===== config.mk =====
export PLATFORM = sky130hd
export DESIGN_NAME = wdt_timebase_rtc_halt_unit
export DESIGN_NICKNAME = d
export VERILOG_FILES = /design/src/rtl/wdt_tb_pkg.sv /design/src/rtl/wdt_timebase_rtc_halt_unit.sv
export VERILOG_INCLUDE_DIRS = /design/src /design/src/rtl
export SDC_FILE = /design/constraint.sdc
export NUM_CORES = 1
export LEC_CHECK = 0
export BUFFER_PORTS_ARGS = -buffer_cell sky130_fd_sc_hd__buf_4
export CAP_MARGIN = 20
export CORE_MARGIN = 4
export CORE_UTILIZATION = 52
export DETAILED_ROUTE_END_ITERATION = 10
export GPL_TIMING_DRIVEN = 0
export PLACE_DENSITY = 0.89
export SYNTH_ARGS = -nofsm -noshare
export SYNTH_HDL_FRONTEND = slang
export SYNTH_SLANG_ARGS = --single-unit

===== constraint.sdc =====
create_clock -name aclk -period 2.78 [get_ports aclk]
set_clock_uncertainty 0.15 [all_clocks]
set_input_delay 0.139 -clock aclk [delete_from_list [all_inputs] [get_ports aclk]]
set_output_delay 0.139 -clock aclk [all_outputs]
set_load 0.02 [all_outputs]

===== src/rtl/wdt_tb_cfg.svh =====
`ifndef WDT_TB_CFG_SVH
`define WDT_TB_CFG_SVH

// Register indices; the byte address is four times the index.
// The core and wake registers sit at the top of the 8-bit byte space.
`define IDX_RT_CLOCK_RATE_CONTROL 8'h09
`define IDX_INTERRUPT_CONTROL_FIRST 8'h0b
`define IDX_INTERRUPT_CONTROL_SECOND 8'h1e
`define IDX_STAT 8'h0a
`define IDX_CORE 8'h3e
`define IDX_WAKE 8'h3f

// First interrupt control register fields.
`define B_GIE 0
`define B_EEI 1
`define B_TBASE_INT_ENABLE 2
`define B_RTC_INT_ENABLE 3
`define B_EIF 4
`define B_TBF 5
`define B_RTF 6
// Second interrupt control register fields.
`define B_ETI 0
`define B_TF 4
// Status fields.
`define B_PDF 4
`define B_TO 5
// Core control register fields (write pulses; STK is a stored stack-full bit).
`define B_CLR1 0
`define B_CLRA 1
`define B_CLRB 2
`define B_HALT 3
`define B_STK 4

// Reset value and response codes.
`define RT_CLOCK_RATE_CONTROL_RST 8'h07
`define RESP_OK 2'b00
`define RESP_ERR 2'b10

// Vectors.
`define VEC_EXT 8'h04
`define VEC_TB 8'h08
`define VEC_RTC 8'h0c
`define VEC_TMR 8'h10

// Divider taps.
`define LCD_TAP 2
`define BUZ_BASE 1
`define QTR_TAP 0
`define RTC_BASE 7
`define TB_BASE 11
// Tap of period 2^14 under the two watchdog stages: 3*2^14..2^16 timeout.
`define WD_LOW 13

// Crystal and system clock rates in Hz.
`define XTAL_HZ 32768
`define SYS_HZ 100000000

`endif


===== src/rtl/wdt_tb_pkg.sv =====
package wdt_tb_pkg;
  typedef enum logic [1:0] {
    RUN_ST,
    HALT_ST,
    WAKE_ST
  } run_state_t;
endpackage


===== src/rtl/wdt_timebase_rtc_halt_unit.sv =====
// The AXI4-Lite interface to the registers was left to the implementer.
`timescale 1ns/10ps
`include "wdt_tb_cfg.svh"
// Contract
// - Ext, RTC, timebase flags/enables at 0BH.
// - Counter flag and enable at 1EH.
// - Request flags stay set until serviced/cleared.
// - Halt stops system clock, quarter clock.
// - Watchdog on crystal; disabled means no-ops.
// - Watchdog counts in halt and wakes.
// - Normal overflow: chip reset, set timeout.
// - Halt overflow: warm reset, PC/SP only.
// - Reset pin, clear instruction, halt clear watchdog.
// - Option selects single or dual clear.
// - Timeout 2^15..2^16 (logic gives 3*2^14..2^16); clears hit last stages.
// - Seven-stage divider, eight-bit prescaler, LCD, buzzer.
// - Timebase sets bit 5 at selected period.
// - Timebase wakes halt unless flag preset.
// - RTC rate field selects 2^8..2^15.
// - RTC timeout sets bit 6, vector 0CH.
// - Halt keeps state, clears watchdog, flags.
// - Powerdown/timeout flag set and clear events.
// - Halt exits: reset, interrupt, port, watchdog.
// - Port/blocked wake resumes next instruction.
// - Preset flags cannot wake that halt.
// - Acknowledged wake delays service over one cycle.
// - Taking interrupt clears flag and global enable.
// - Priority ext, timebase, RTC, counter.
module wdt_timebase_rtc_halt_unit
  import wdt_tb_pkg::*;
#(
  parameter int PORT_W = 8,
  parameter logic WD_ENABLE = 1'b1,
  parameter logic WD_DUAL = 1'b0,
  parameter logic [1:0] TB_SEL = 2'd3,
  parameter logic [2:0] BUZ_SEL = 3'd0,
  parameter logic [PORT_W-1:0] WAKE_MASK = '1,
  parameter int XTAL_DIV = `SYS_HZ / `XTAL_HZ
) (
  input wire logic aclk,
  input wire logic aresetn,
  input wire logic [7:0] s_axi_awaddr,
  input wire logic s_axi_awvalid,
  output logic s_axi_awready,
  input wire logic [31:0] s_axi_wdata,
  input wire logic [3:0] s_axi_wstrb,
  input wire logic s_axi_wvalid,
  output logic s_axi_wready,
  output logic [1:0] s_axi_bresp,
  output logic s_axi_bvalid,
  input wire logic s_axi_bready,
  input wire logic [7:0] s_axi_araddr,
  input wire logic s_axi_arvalid,
  output logic s_axi_arready,
  output logic [31:0] s_axi_rdata,
  output logic [1:0] s_axi_rresp,
  output logic s_axi_rvalid,
  input wire logic s_axi_rready,
  input wire logic ext_reset_pin_n,
  input wire logic ext_int_n,
  input wire logic counter_event,
  input wire logic [PORT_W-1:0] port_a,
  input wire logic int_ack,
  output logic int_req,
  output logic [7:0] int_vector,
  output logic sys_clk_en,
  output logic quarter_rate_clock,
  output logic halted,
  output logic chip_reset,
  output logic warm_reset,
  output logic resume_next,
  output logic lcd_clk,
  output logic buzzer_clk
);

  initial begin
    if (PORT_W < 1 || XTAL_DIV < 2 || XTAL_DIV > 65536) begin
      $error("unsupported parameter values");
    end
  end

  // ---------------------------------------------------------------
  // Crystal tick and divider chain.
  // ---------------------------------------------------------------
  localparam int DW = 15;
  logic [15:0] xdiv_q;
  logic xtick;
  logic [DW-1:0] chain_q;
  logic [DW-1:0] chain_d;
  logic [DW-1:0] rise;
  logic [1:0] wd_hi_q;
  run_state_t st_q;
  logic rst_all;
  logic wd_clr;

  assign xtick = (xdiv_q == 16'(XTAL_DIV - 1));
  assign chain_d = chain_q + 1'b1;
  assign rst_all = !ext_reset_pin_n;

  // The crystal never stops, so the chain runs in halt too.
  always_ff @(posedge aclk) begin
    if (!aresetn || xtick) begin
      xdiv_q <= '0;
    end else begin
      xdiv_q <= xdiv_q + 16'h0001;
    end
  end

  // Seven-stage divider plus eight-bit prescaler as one chain.
  always_ff @(posedge aclk) begin
    if (!aresetn || rst_all) begin
      chain_q <= '0;
    end else if (xtick) begin
      chain_q <= chain_d;
    end
  end

  // Per-stage rising edge pulses, one per generate lane.
  genvar gi;
  generate
    for (gi = 0; gi < DW; gi++) begin : g_rise
      assign rise[gi] = xtick && (&chain_q[gi:0]);
    end
  endgenerate

  assign lcd_clk = chain_q[`LCD_TAP];
  assign buzzer_clk = chain_q[`BUZ_BASE + 32'(BUZ_SEL)];

  // ---------------------------------------------------------------
  // Watchdog: last two stages on top of the shared chain.
  // ---------------------------------------------------------------
  logic wd_ovf;
  logic clr_a_q;
  logic clr_b_q;
  logic core_wr;
  logic [7:0] core_bits;
  logic do_clr1;
  logic do_clra;
  logic do_clrb;
  logic do_halt;
  logic dual_done;

  assign do_clr1 = core_wr && core_bits[`B_CLR1] && WD_ENABLE && !WD_DUAL;
  assign do_clra = core_wr && core_bits[`B_CLRA] && WD_ENABLE && WD_DUAL;
  assign do_clrb = core_wr && core_bits[`B_CLRB] && WD_ENABLE && WD_DUAL;
  assign do_halt = core_wr && core_bits[`B_HALT] && st_q == RUN_ST;
  assign dual_done = (do_clra || clr_a_q) && (do_clrb || clr_b_q);
  assign wd_clr = do_clr1 || dual_done || do_halt || rst_all;
  assign wd_ovf = WD_ENABLE && rise[`WD_LOW] && (&wd_hi_q);

  // Clear instructions and halt reset only the final two watchdog stages; the reset pin also zeroes the chain.
  always_ff @(posedge aclk) begin
    if (!aresetn || wd_clr) begin
      wd_hi_q <= '0;
    end else if (rise[`WD_LOW]) begin
      wd_hi_q <= wd_hi_q + 2'b01;
    end
  end

  // Dual-mode half clears, remembered until the pair completes.
  always_ff @(posedge aclk) begin
    if (!aresetn || dual_done || rst_all) begin
      clr_a_q <= 1'b0;
      clr_b_q <= 1'b0;
    end else begin
      clr_a_q <= clr_a_q | do_clra;
      clr_b_q <= clr_b_q | do_clrb;
    end
  end

  // ---------------------------------------------------------------
  // Interrupt flags and enables.
  // ---------------------------------------------------------------
  logic [7:0] rt_clock_rate_control_q;
  logic [7:0] ic0_q;
  logic [7:0] ic1_q;
  logic pdf_q;
  logic to_q;
  logic stk_full_q;
  logic [PORT_W-1:0] port_q;
  logic ext_q;
  logic ext_fall;
  logic tb_evt;
  logic rtc_evt;
  logic [3:0] pend;
  logic [3:0] take;
  logic [3:0] armed_q;
  logic w_ic0;
  logic w_ic1;
  logic w_rt_clock_rate_control;
  logic [7:0] wbyte;
  logic port_wake;
  logic irq_wake;
  logic int_ready;

  assign ext_fall = ext_q && !ext_int_n;
  assign tb_evt = rise[`TB_BASE + 32'(TB_SEL)];
  assign rtc_evt = rise[`RTC_BASE + 32'(rt_clock_rate_control_q[2:0])];
  assign pend = {ic1_q[`B_TF] & ic1_q[`B_ETI],
                 ic0_q[`B_RTF] & ic0_q[`B_RTC_INT_ENABLE],
                 ic0_q[`B_TBF] & ic0_q[`B_TBASE_INT_ENABLE],
                 ic0_q[`B_EIF] & ic0_q[`B_EEI]};
  // Fixed priority: lowest index wins.
  assign take = pend & ~(pend - 4'b0001);
  // Serviceable request, also judged while waking from halt.
  assign int_ready = ic0_q[`B_GIE] && |pend && !stk_full_q;
  assign int_req = int_ready && st_q == RUN_ST;
  assign int_vector = take[0] ? `VEC_EXT : take[1] ? `VEC_TB :
                      take[2] ? `VEC_RTC : `VEC_TMR;

  always_ff @(posedge aclk) begin
    ext_q <= ext_int_n;
    port_q <= port_a;
  end

  // Hardware set wins over software clear or acknowledge.
  always_ff @(posedge aclk) begin
    if (!aresetn || rst_all) begin
      ic0_q <= '0;
      ic1_q <= '0;
      rt_clock_rate_control_q <= `RT_CLOCK_RATE_CONTROL_RST;
    end else begin
      if (w_ic0) begin
        ic0_q[6:0] <= wbyte[6:0];
      end
      if (w_ic1) begin
        ic1_q[`B_ETI] <= wbyte[`B_ETI];
        ic1_q[`B_TF] <= wbyte[`B_TF];
      end
      if (w_rt_clock_rate_control) begin
        rt_clock_rate_control_q <= {2'b00, wbyte[5:0]};
      end
      if (int_ack && int_req) begin
        ic0_q[`B_GIE] <= 1'b0;
        if (take[0]) ic0_q[`B_EIF] <= 1'b0;
        if (take[1]) ic0_q[`B_TBF] <= 1'b0;
        if (take[2]) ic0_q[`B_RTF] <= 1'b0;
        if (take[3]) ic1_q[`B_TF] <= 1'b0;
      end
      if (ext_fall) ic0_q[`B_EIF] <= 1'b1;
      if (tb_evt) ic0_q[`B_TBF] <= 1'b1;
      if (rtc_evt) ic0_q[`B_RTF] <= 1'b1;
      if (counter_event && st_q == RUN_ST) begin
        ic1_q[`B_TF] <= 1'b1;
      end
    end
  end

  // ---------------------------------------------------------------
  // Halt, wake and reset sequencing.
  // ---------------------------------------------------------------
  assign port_wake = |(port_q & ~port_a & WAKE_MASK);
  // Count signals are ignored in halt, so the counter cannot wake it.
  assign irq_wake = (ext_fall && armed_q[0]) || (tb_evt && armed_q[1])
                    || (rtc_evt && armed_q[2]);

  always_ff @(posedge aclk) begin
    if (!aresetn) begin
      st_q <= RUN_ST;
      armed_q <= '0;
      pdf_q <= 1'b0;
      to_q <= 1'b0;
      chip_reset <= 1'b0;
      warm_reset <= 1'b0;
      resume_next <= 1'b0;
      quarter_rate_clock <= 1'b0;
    end else begin
      chip_reset <= 1'b0;
      warm_reset <= 1'b0;
      resume_next <= 1'b0;
      if (st_q == RUN_ST && chain_q[`QTR_TAP] && xtick) begin
        quarter_rate_clock <= !quarter_rate_clock;
      end
      if (do_clr1) pdf_q <= 1'b0;
      case (st_q)
        RUN_ST: begin
          if (do_halt) begin
            st_q <= HALT_ST;
            pdf_q <= 1'b1;
            to_q <= 1'b0;
            armed_q <= ~{ic1_q[`B_TF], ic0_q[`B_RTF],
                         ic0_q[`B_TBF], ic0_q[`B_EIF]};
          end else if (wd_ovf) begin
            chip_reset <= 1'b1;
            to_q <= 1'b1;
          end
        end
        HALT_ST: begin
          if (rst_all) begin
            st_q <= RUN_ST;
          end else if (wd_ovf) begin
            warm_reset <= 1'b1;
            to_q <= 1'b1;
            st_q <= RUN_ST;
          end else if (port_wake || irq_wake) begin
            st_q <= WAKE_ST;
          end
        end
        WAKE_ST: begin
          // One extra cycle lets the block judge the request (int_ready) before it picks resume_next; int_req stays low until RUN_ST.
          resume_next <= !int_ready;
          st_q <= RUN_ST;
        end
        default: st_q <= RUN_ST;
      endcase
    end
  end

  assign halted = (st_q == HALT_ST);
  assign sys_clk_en = (st_q != HALT_ST);

  // ---------------------------------------------------------------
  // AXI4-Lite slave.
  // ---------------------------------------------------------------
  logic aw_q;
  logic w_q;
  logic [7:0] awa_q;
  logic [31:0] wd_q;
  logic [3:0] ws_q;
  logic wr_go;
  logic wr_hit;
  logic [7:0] ra;
  logic rd_hit;
  logic [7:0] rbyte;

  assign s_axi_awready = !aw_q && !s_axi_bvalid;
  assign s_axi_wready = !w_q && !s_axi_bvalid;
  assign s_axi_arready = !s_axi_rvalid;
  assign wr_go = aw_q && w_q;
  assign wbyte = wd_q[7:0];
  assign w_ic0 = wr_go && ws_q[0] && awa_q == `IDX_INTERRUPT_CONTROL_FIRST;
  assign w_ic1 = wr_go && ws_q[0] && awa_q == `IDX_INTERRUPT_CONTROL_SECOND;
  assign w_rt_clock_rate_control = wr_go && ws_q[0] && awa_q == `IDX_RT_CLOCK_RATE_CONTROL;
  assign core_wr = wr_go && ws_q[0] && awa_q == `IDX_CORE;
  assign core_bits = wbyte;
  assign wr_hit = awa_q == `IDX_INTERRUPT_CONTROL_FIRST || awa_q == `IDX_INTERRUPT_CONTROL_SECOND
                  || awa_q == `IDX_RT_CLOCK_RATE_CONTROL || awa_q == `IDX_CORE;
  assign ra = s_axi_araddr[7:0] >> 2;
  assign rd_hit = ra == `IDX_INTERRUPT_CONTROL_FIRST || ra == `IDX_INTERRUPT_CONTROL_SECOND
                  || ra == `IDX_RT_CLOCK_RATE_CONTROL || ra == `IDX_STAT
                  || ra == `IDX_CORE || ra == `IDX_WAKE;
  assign rbyte = ra == `IDX_INTERRUPT_CONTROL_FIRST ? {1'b0, ic0_q[6:0]} :
                 ra == `IDX_INTERRUPT_CONTROL_SECOND ? ic1_q :
                 ra == `IDX_RT_CLOCK_RATE_CONTROL ? rt_clock_rate_control_q :
                 ra == `IDX_STAT ? {2'b00, to_q, pdf_q, 4'h0} :
                 ra == `IDX_CORE ? {3'b000, stk_full_q, 4'h0} :
                 ra == `IDX_WAKE ? {4'h0, armed_q} : 8'h00;

  // Write side: address and data latched in either order.
  always_ff @(posedge aclk) begin
    if (!aresetn) begin
      aw_q <= 1'b0;
      w_q <= 1'b0;
      awa_q <= '0;
      wd_q <= '0;
      ws_q <= '0;
      s_axi_bvalid <= 1'b0;
      s_axi_bresp <= `RESP_OK;
      stk_full_q <= 1'b0;
    end else begin
      if (s_axi_awvalid && s_axi_awready) begin
        aw_q <= 1'b1;
        awa_q <= s_axi_awaddr >> 2;
      end
      if (s_axi_wvalid && s_axi_wready) begin
        w_q <= 1'b1;
        wd_q <= s_axi_wdata;
        ws_q <= s_axi_wstrb;
      end
      if (wr_go) begin
        aw_q <= 1'b0;
        w_q <= 1'b0;
        s_axi_bvalid <= 1'b1;
        s_axi_bresp <= wr_hit ? `RESP_OK : `RESP_ERR;
        if (core_wr) stk_full_q <= wbyte[`B_STK];
      end else if (s_axi_bvalid && s_axi_bready) begin
        s_axi_bvalid <= 1'b0;
      end
    end
  end

  // Read side: one cycle from address to data.
  always_ff @(posedge aclk) begin
    if (!aresetn) begin
      s_axi_rvalid <= 1'b0;
      s_axi_rdata <= '0;
      s_axi_rresp <= `RESP_OK;
    end else if (s_axi_arvalid && s_axi_arready) begin
      s_axi_rvalid <= 1'b1;
      s_axi_rdata <= {24'h000000, rbyte};
      s_axi_rresp <= rd_hit ? `RESP_OK : `RESP_ERR;
    end else if (s_axi_rready) begin
      s_axi_rvalid <= 1'b0;
    end
  end

  // ---------------------------------------------------------------
  // Checks.
  // ---------------------------------------------------------------
  halt_flags_a: assert property (@(posedge aclk) disable iff (!aresetn)
    do_halt |=> pdf_q && !to_q && halted && wd_hi_q == 2'b00)
    else $error("halt did not set flags");
  wd_warm_a: assert property (@(posedge aclk) disable iff (!aresetn)
    halted && wd_ovf && !rst_all |=> warm_reset && to_q && !chip_reset)
    else $error("halt overflow not warm");
  wd_chip_a: assert property (@(posedge aclk) disable iff (!aresetn)
    st_q == RUN_ST && wd_ovf && !do_halt |=> chip_reset && to_q)
    else $error("overflow no chip reset");
  ack_clear_a: assert property (@(posedge aclk) disable iff (!aresetn)
    int_ack && int_req && take[0] && !ext_fall && !rst_all
    |=> !ic0_q[`B_GIE] && !ic0_q[`B_EIF])
    else $error("ack did not clear");
  tb_flag_a: assert property (@(posedge aclk) disable iff (!aresetn)
    tb_evt && !rst_all |=> ic0_q[`B_TBF])
    else $error("timebase flag lost");
  rtc_flag_a: assert property (@(posedge aclk) disable iff (!aresetn)
    rtc_evt && !rst_all |=> ic0_q[`B_RTF])
    else $error("rtc flag lost");
  flag_hold_a: assert property (@(posedge aclk) disable iff (!aresetn)
    ic0_q[`B_RTF] && !w_ic0 && !int_ack && !rst_all |=> ic0_q[`B_RTF])
    else $error("flag dropped");
  clk_stop_a: assert property (@(posedge aclk) disable iff (!aresetn)
    halted |-> !sys_clk_en ##1 $stable(quarter_rate_clock))
    else $error("clock ran in halt");

endmodule


==> run_summary.xml <==
<?xml version="1.0" encoding="UTF-8"?>
<metrics>
  <group name="sta">
    <metric name="final-max-slew-violation-count" unit="">0</metric>
    <metric name="final.hold.worst_slack" unit="ns">0.01833</metric>
    <metric name="max_slew.worst_pin.slew" unit="ns">0.8899</metric>
    <metric name="setup_viol" unit="">0</metric>
    <metric name="fin_setup_tns" unit="ns">0</metric>
    <metric name="slew_headroom" unit="">0.4013</metric>
    <metric name="unrepaired_setup_endpoints_after_global_routing" unit="">no</metric>
    <metric name="final_min_period_over_clock_period" unit="">0.8941</metric>
    <metric name="hold_viol" unit="">0</metric>
    <metric name="period_needed" unit="ns">2.486</metric>
    <metric name="timing.fmax" unit="GHz">0.4023</metric>
  </group>
  <group name="worst_setup_path">
    <metric name="worst_r2r_path_depth" unit="">6</metric>
    <metric name="source_of_the_critical_timing_path" unit="">w_q$_SDFFE_PP0P_</metric>
    <metric name="crit_fanout" unit="">10</metric>
    <metric name="crit_path_start_kind" unit="">flop</metric>
    <metric name="crit_path_end_kind" unit="">flop</metric>
    <metric name="worstReg2RegStart" unit="">w_q$_SDFFE_PP0P_</metric>
    <metric name="critPathKind" unit="">flop to flop</metric>
    <metric name="crit_required" unit="ns">2.91</metric>
    <metric name="timing.critical_path.arrival" unit="ns">2.61</metric>
  </group>
  <group name="clock_tree">
    <metric name="number_of_buffers_inserted_to_repair_setup_after_cts" unit="">0</metric>
    <metric name="cts_tree" unit="">yes</metric>
    <metric name="clk_root_buffer_cell" unit="">clkbuf_8</metric>
    <metric name="clock_sink_count" unit="">97</metric>
    <metric name="clk_latency_worst_skew_pair" unit="ns">0.37</metric>
    <metric name="cts_buffer_depth" unit="">2</metric>
    <metric name="clk_transition_reported_paths" unit="ns">0.10</metric>
    <metric name="clock_tree.htree_level_count" unit="">3</metric>
    <metric name="cts_made_buffers" unit="">9</metric>
  </group>
  <group name="synth">
    <metric name="sequential_share_of_the_synthesized_area" unit="">0.4323</metric>
    <metric name="synthesis.instances" unit="">519</metric>
    <metric name="synth_async_sr_flop_share" unit="">0</metric>
    <metric name="avgSynthCellArea" unit="sq um">8.655</metric>
    <metric name="ys_warn_count" unit="">0</metric>
    <metric name="yosysUniqueCellTypes" unit="">50</metric>
    <metric name="yosys_most_used_dff" unit="">dfxtp_1</metric>
    <metric name="post_synthesis_cell_area" unit="sq um">4492</metric>
    <metric name="synth_edf_count" unit="">0</metric>
    <metric name="synth.ff_latch_count" unit="">97</metric>
  </group>
  <group name="min_path">
    <metric name="hold_start" unit="">int_ack</metric>
    <metric name="hold_class" unit="">input port to flop</metric>
    <metric name="timing.hold.worst_path_depth" unit="">3</metric>
  </group>
  <group name="placed_design">
    <metric name="numPortBuffers" unit="">62</metric>
    <metric name="dp_hpwl" unit="um">8043</metric>
    <metric name="gp_routability_congestion" unit="">0.8972</metric>
  </group>
  <group name="routing">
    <metric name="drt-wirelength-per-cell" unit="um">14.70</metric>
    <metric name="totalWireLength" unit="um">11250</metric>
    <metric name="dr_total_vias" unit="">4138</metric>
    <metric name="drcViolationCount" unit="">0</metric>
    <metric name="detailedRoute.firstIterationViolations" unit="">283</metric>
    <metric name="detailedRoute.firstPassIterationCount" unit="">7</metric>
    <metric name="detail-route-antenna-nets" unit="">0</metric>
    <metric name="drt-vias-per-instance" unit="">5.409</metric>
  </group>
  <group name="global_routing">
    <metric name="first_pass_grt_wire_length" unit="um">18480</metric>
    <metric name="globalRouteOverflowTotal" unit="">0</metric>
    <metric name="grt_use_total" unit="">0.2236</metric>
    <metric name="vias_in_the_first_global_route" unit="">4026</metric>
    <metric name="grt_use_met1" unit="">0.2657</metric>
    <metric name="grt_start_max_net_pins" unit="">19</metric>
    <metric name="use_met2" unit="">0.3878</metric>
    <metric name="number_of_antenna_violations_at_the_first_check_in_global_routing" unit="">0</metric>
    <metric name="global_route_hottest_layer" unit="">met2</metric>
    <metric name="use_met3" unit="">0.06228</metric>
  </group>
  <group name="layout">
    <metric name="final_cell_mix" unit="">dfxtp_1 (97), buf_4 (95), nand2_1 (68), nor2_1 (46)</metric>
    <metric name="ratio_of_cells_with_drive_above_1_in_the_final_layout" unit="">0.1848</metric>
    <metric name="design.final.nets" unit="">734</metric>
    <metric name="final_common_cell" unit="">dfxtp_1</metric>
    <metric name="syn_to_final_growth" unit="%">27.52</metric>
    <metric name="insertedDiodeCount" unit="">0</metric>
  </group>
  <group name="floorplan">
    <metric name="initial_utilization" unit="">0.5412</metric>
    <metric name="die_area" unit="sq um">10190</metric>
    <metric name="top_level_ports" unit="">129</metric>
    <metric name="die_extent_in_x" unit="um">100.9</metric>
    <metric name="die_h" unit="um">100.9</metric>
    <metric name="num_rows" unit="">33</metric>
    <metric name="placeable_core_area" unit="sq um">8299</metric>
  </group>
  <group name="run">
    <metric name="drv_cap" unit="">0</metric>
  </group>
  <group name="pwr">
    <metric name="leakage" unit="nW">2.491</metric>
    <metric name="irDropWorstVdd" unit="uV">296.3</metric>
    <metric name="power_per_cell_area" unit="nW/um^2">469.4</metric>
  </group>
  <group name="run_status">
    <metric name="status" unit="">complete, no violations</metric>
  </group>
</metrics>
-- path summary, 6_finish.rpt --
kind                                               endpoint  slack (ns)
worst max register to register      armed_q[1]$_SDFFE_PN0P_        0.29
worst min-delay path                  ic0_q[0]$_SDFFE_PP0P_        0.02
worst max-delay path                armed_q[1]$_SDFFE_PN0P_        0.29
worst min register to register  s_axi_rdata[5]$_SDFFE_PN0P_        0.33
-- what timing repair did --
| item | 4_1_cts | 5_1_grt |
|---|---|---|
| hold endpoints to repair | 38 | 0 |
| setup endpoints to repair | 0 | 1 |
| hold buffers | 32 | 0 |
| resized for setup | 0 | 1 |
-- report_power, final --
| part | total (mW) | internal, mW | switching (mW) |
|---|---|---|---|
| Clock | 0.910 | 0.371 | 0.539 |
| Sequential | 1.46 | 1.43 | 0.0334 |
| Combinational | 0.319 | 0.155 | 0.164 |
-- metrics by stage --
step           power [mW]  area (sq um)  std cells  setup WS [ns]  utilization
2_1_floorplan       1.662          4608        550         0.4749            -
3_3_place_gp        1.754          5205        717         0.2238       0.6272
3_5_place_dp        1.764          5205        717         0.1321       0.6272
4_1_cts             2.688          5719        765         0.1234       0.6891
5_1_grt             2.797          5728        765        0.09414       0.6902
6_report            2.689          5728        765         0.2944       0.6902
-- cell usage after synthesis, types with 3 or more instances --
| master | number | area share |
|---|---|---|
| or4_1 | 3 | 0.0050 |
| nor2_1 | 46 | 0.038 |
| xnor2_1 | 9 | 0.018 |
| and2_1 | 9 | 0.013 |
| o21a_1 | 4 | 0.0067 |
| nor2b_1 | 13 | 0.018 |
| nand2_1 | 68 | 0.057 |
| nand4_1 | 16 | 0.022 |
| buf_4 | 33 | 0.055 |
| nand2b_1 | 6 | 0.0084 |
| nor4_1 | 3 | 0.0042 |
| dfxtp_1 | 97 | 0.43 |
| or3_1 | 3 | 0.0042 |
| and3_1 | 9 | 0.013 |
| ha_1 | 8 | 0.022 |
| clkbuf_1 | 12 | 0.010 |
| o21ai_0 | 18 | 0.020 |
| a221oi_1 | 5 | 0.0097 |
| mux2_2 | 3 | 0.0075 |
| a31oi_1 | 4 | 0.0056 |
| a21oi_1 | 24 | 0.027 |
| xor2_1 | 17 | 0.033 |
| inv_1 | 18 | 0.015 |
| a21boi_0 | 13 | 0.022 |
| nand3_1 | 18 | 0.020 |
| mux2i_1 | 20 | 0.045 |
| nor3_1 | 10 | 0.011 |
| o211a_1 | 3 | 0.0067 |
-- critical path, stage by stage (launching register included) --
cell	delay [ns]
dfxtp_1	0.42
nand3_1	0.17
nor4_1	0.76
nand3_1	0.46
nand2_1	0.17
o21ai_0	0.09
and2_1	0.16
-- area by class of cell --
| cell class | instances | area [sq um] |
|---|---|---|
| fill | 627 | 2571 |
| multi-input combinational | 388 | 2306 |
| sequential | 97 | 1942 |
| timing repair buffer | 94 | 785.8 |
| buffer | 47 | 301.5 |
| clock buffer | 10 | 137.6 |
| tap | 105 | 131.4 |
| inverter | 18 | 67.56 |
| clock inverter | 6 | 56.30 |
-- cell families (layout without fill, tap and decap cells) --
logic type / after synthesis / count (layout) / share of synthesized area
buffers and inverters: 65 / 175 / 0.08217
flip-flops: 97 / 97 / 0.4323
other: 1 / 32 / 0.0008349
multiplexers: 23 / 23 / 0.05209
adder cells (fa/ha/maj): 8 / 8 / 0.02229
AND/OR/NAND/NOR: 215 / 215 / 0.2384
XOR/XNOR: 26 / 26 / 0.05070
AO/OA/AOI/OAI: 84 / 84 / 0.1212
-- per-layer routing --
metal,up-vias,part of all wire,wire [um]
li1,2001,-,-
met1,1917,0.40,4539
met2,191,0.49,5489
met3,29,0.092,1034
met4,0,0.016,184
met5,-,0,0
-- registers in the layout, indices dropped and copies added, names as in the netlist, 2 cells and up --
name and flops:
armed_q 4, awa_q 6, chain_q 15, ic0_q 7
ic1_q 2, port_q 8, rt_clock_rate_control_q 6, s_axi_rdata 7
st_q 2, wd_hi_q 2, wd_q 7, xdiv_q 16
Note: power is estimated with default switching activity, not from simulation.
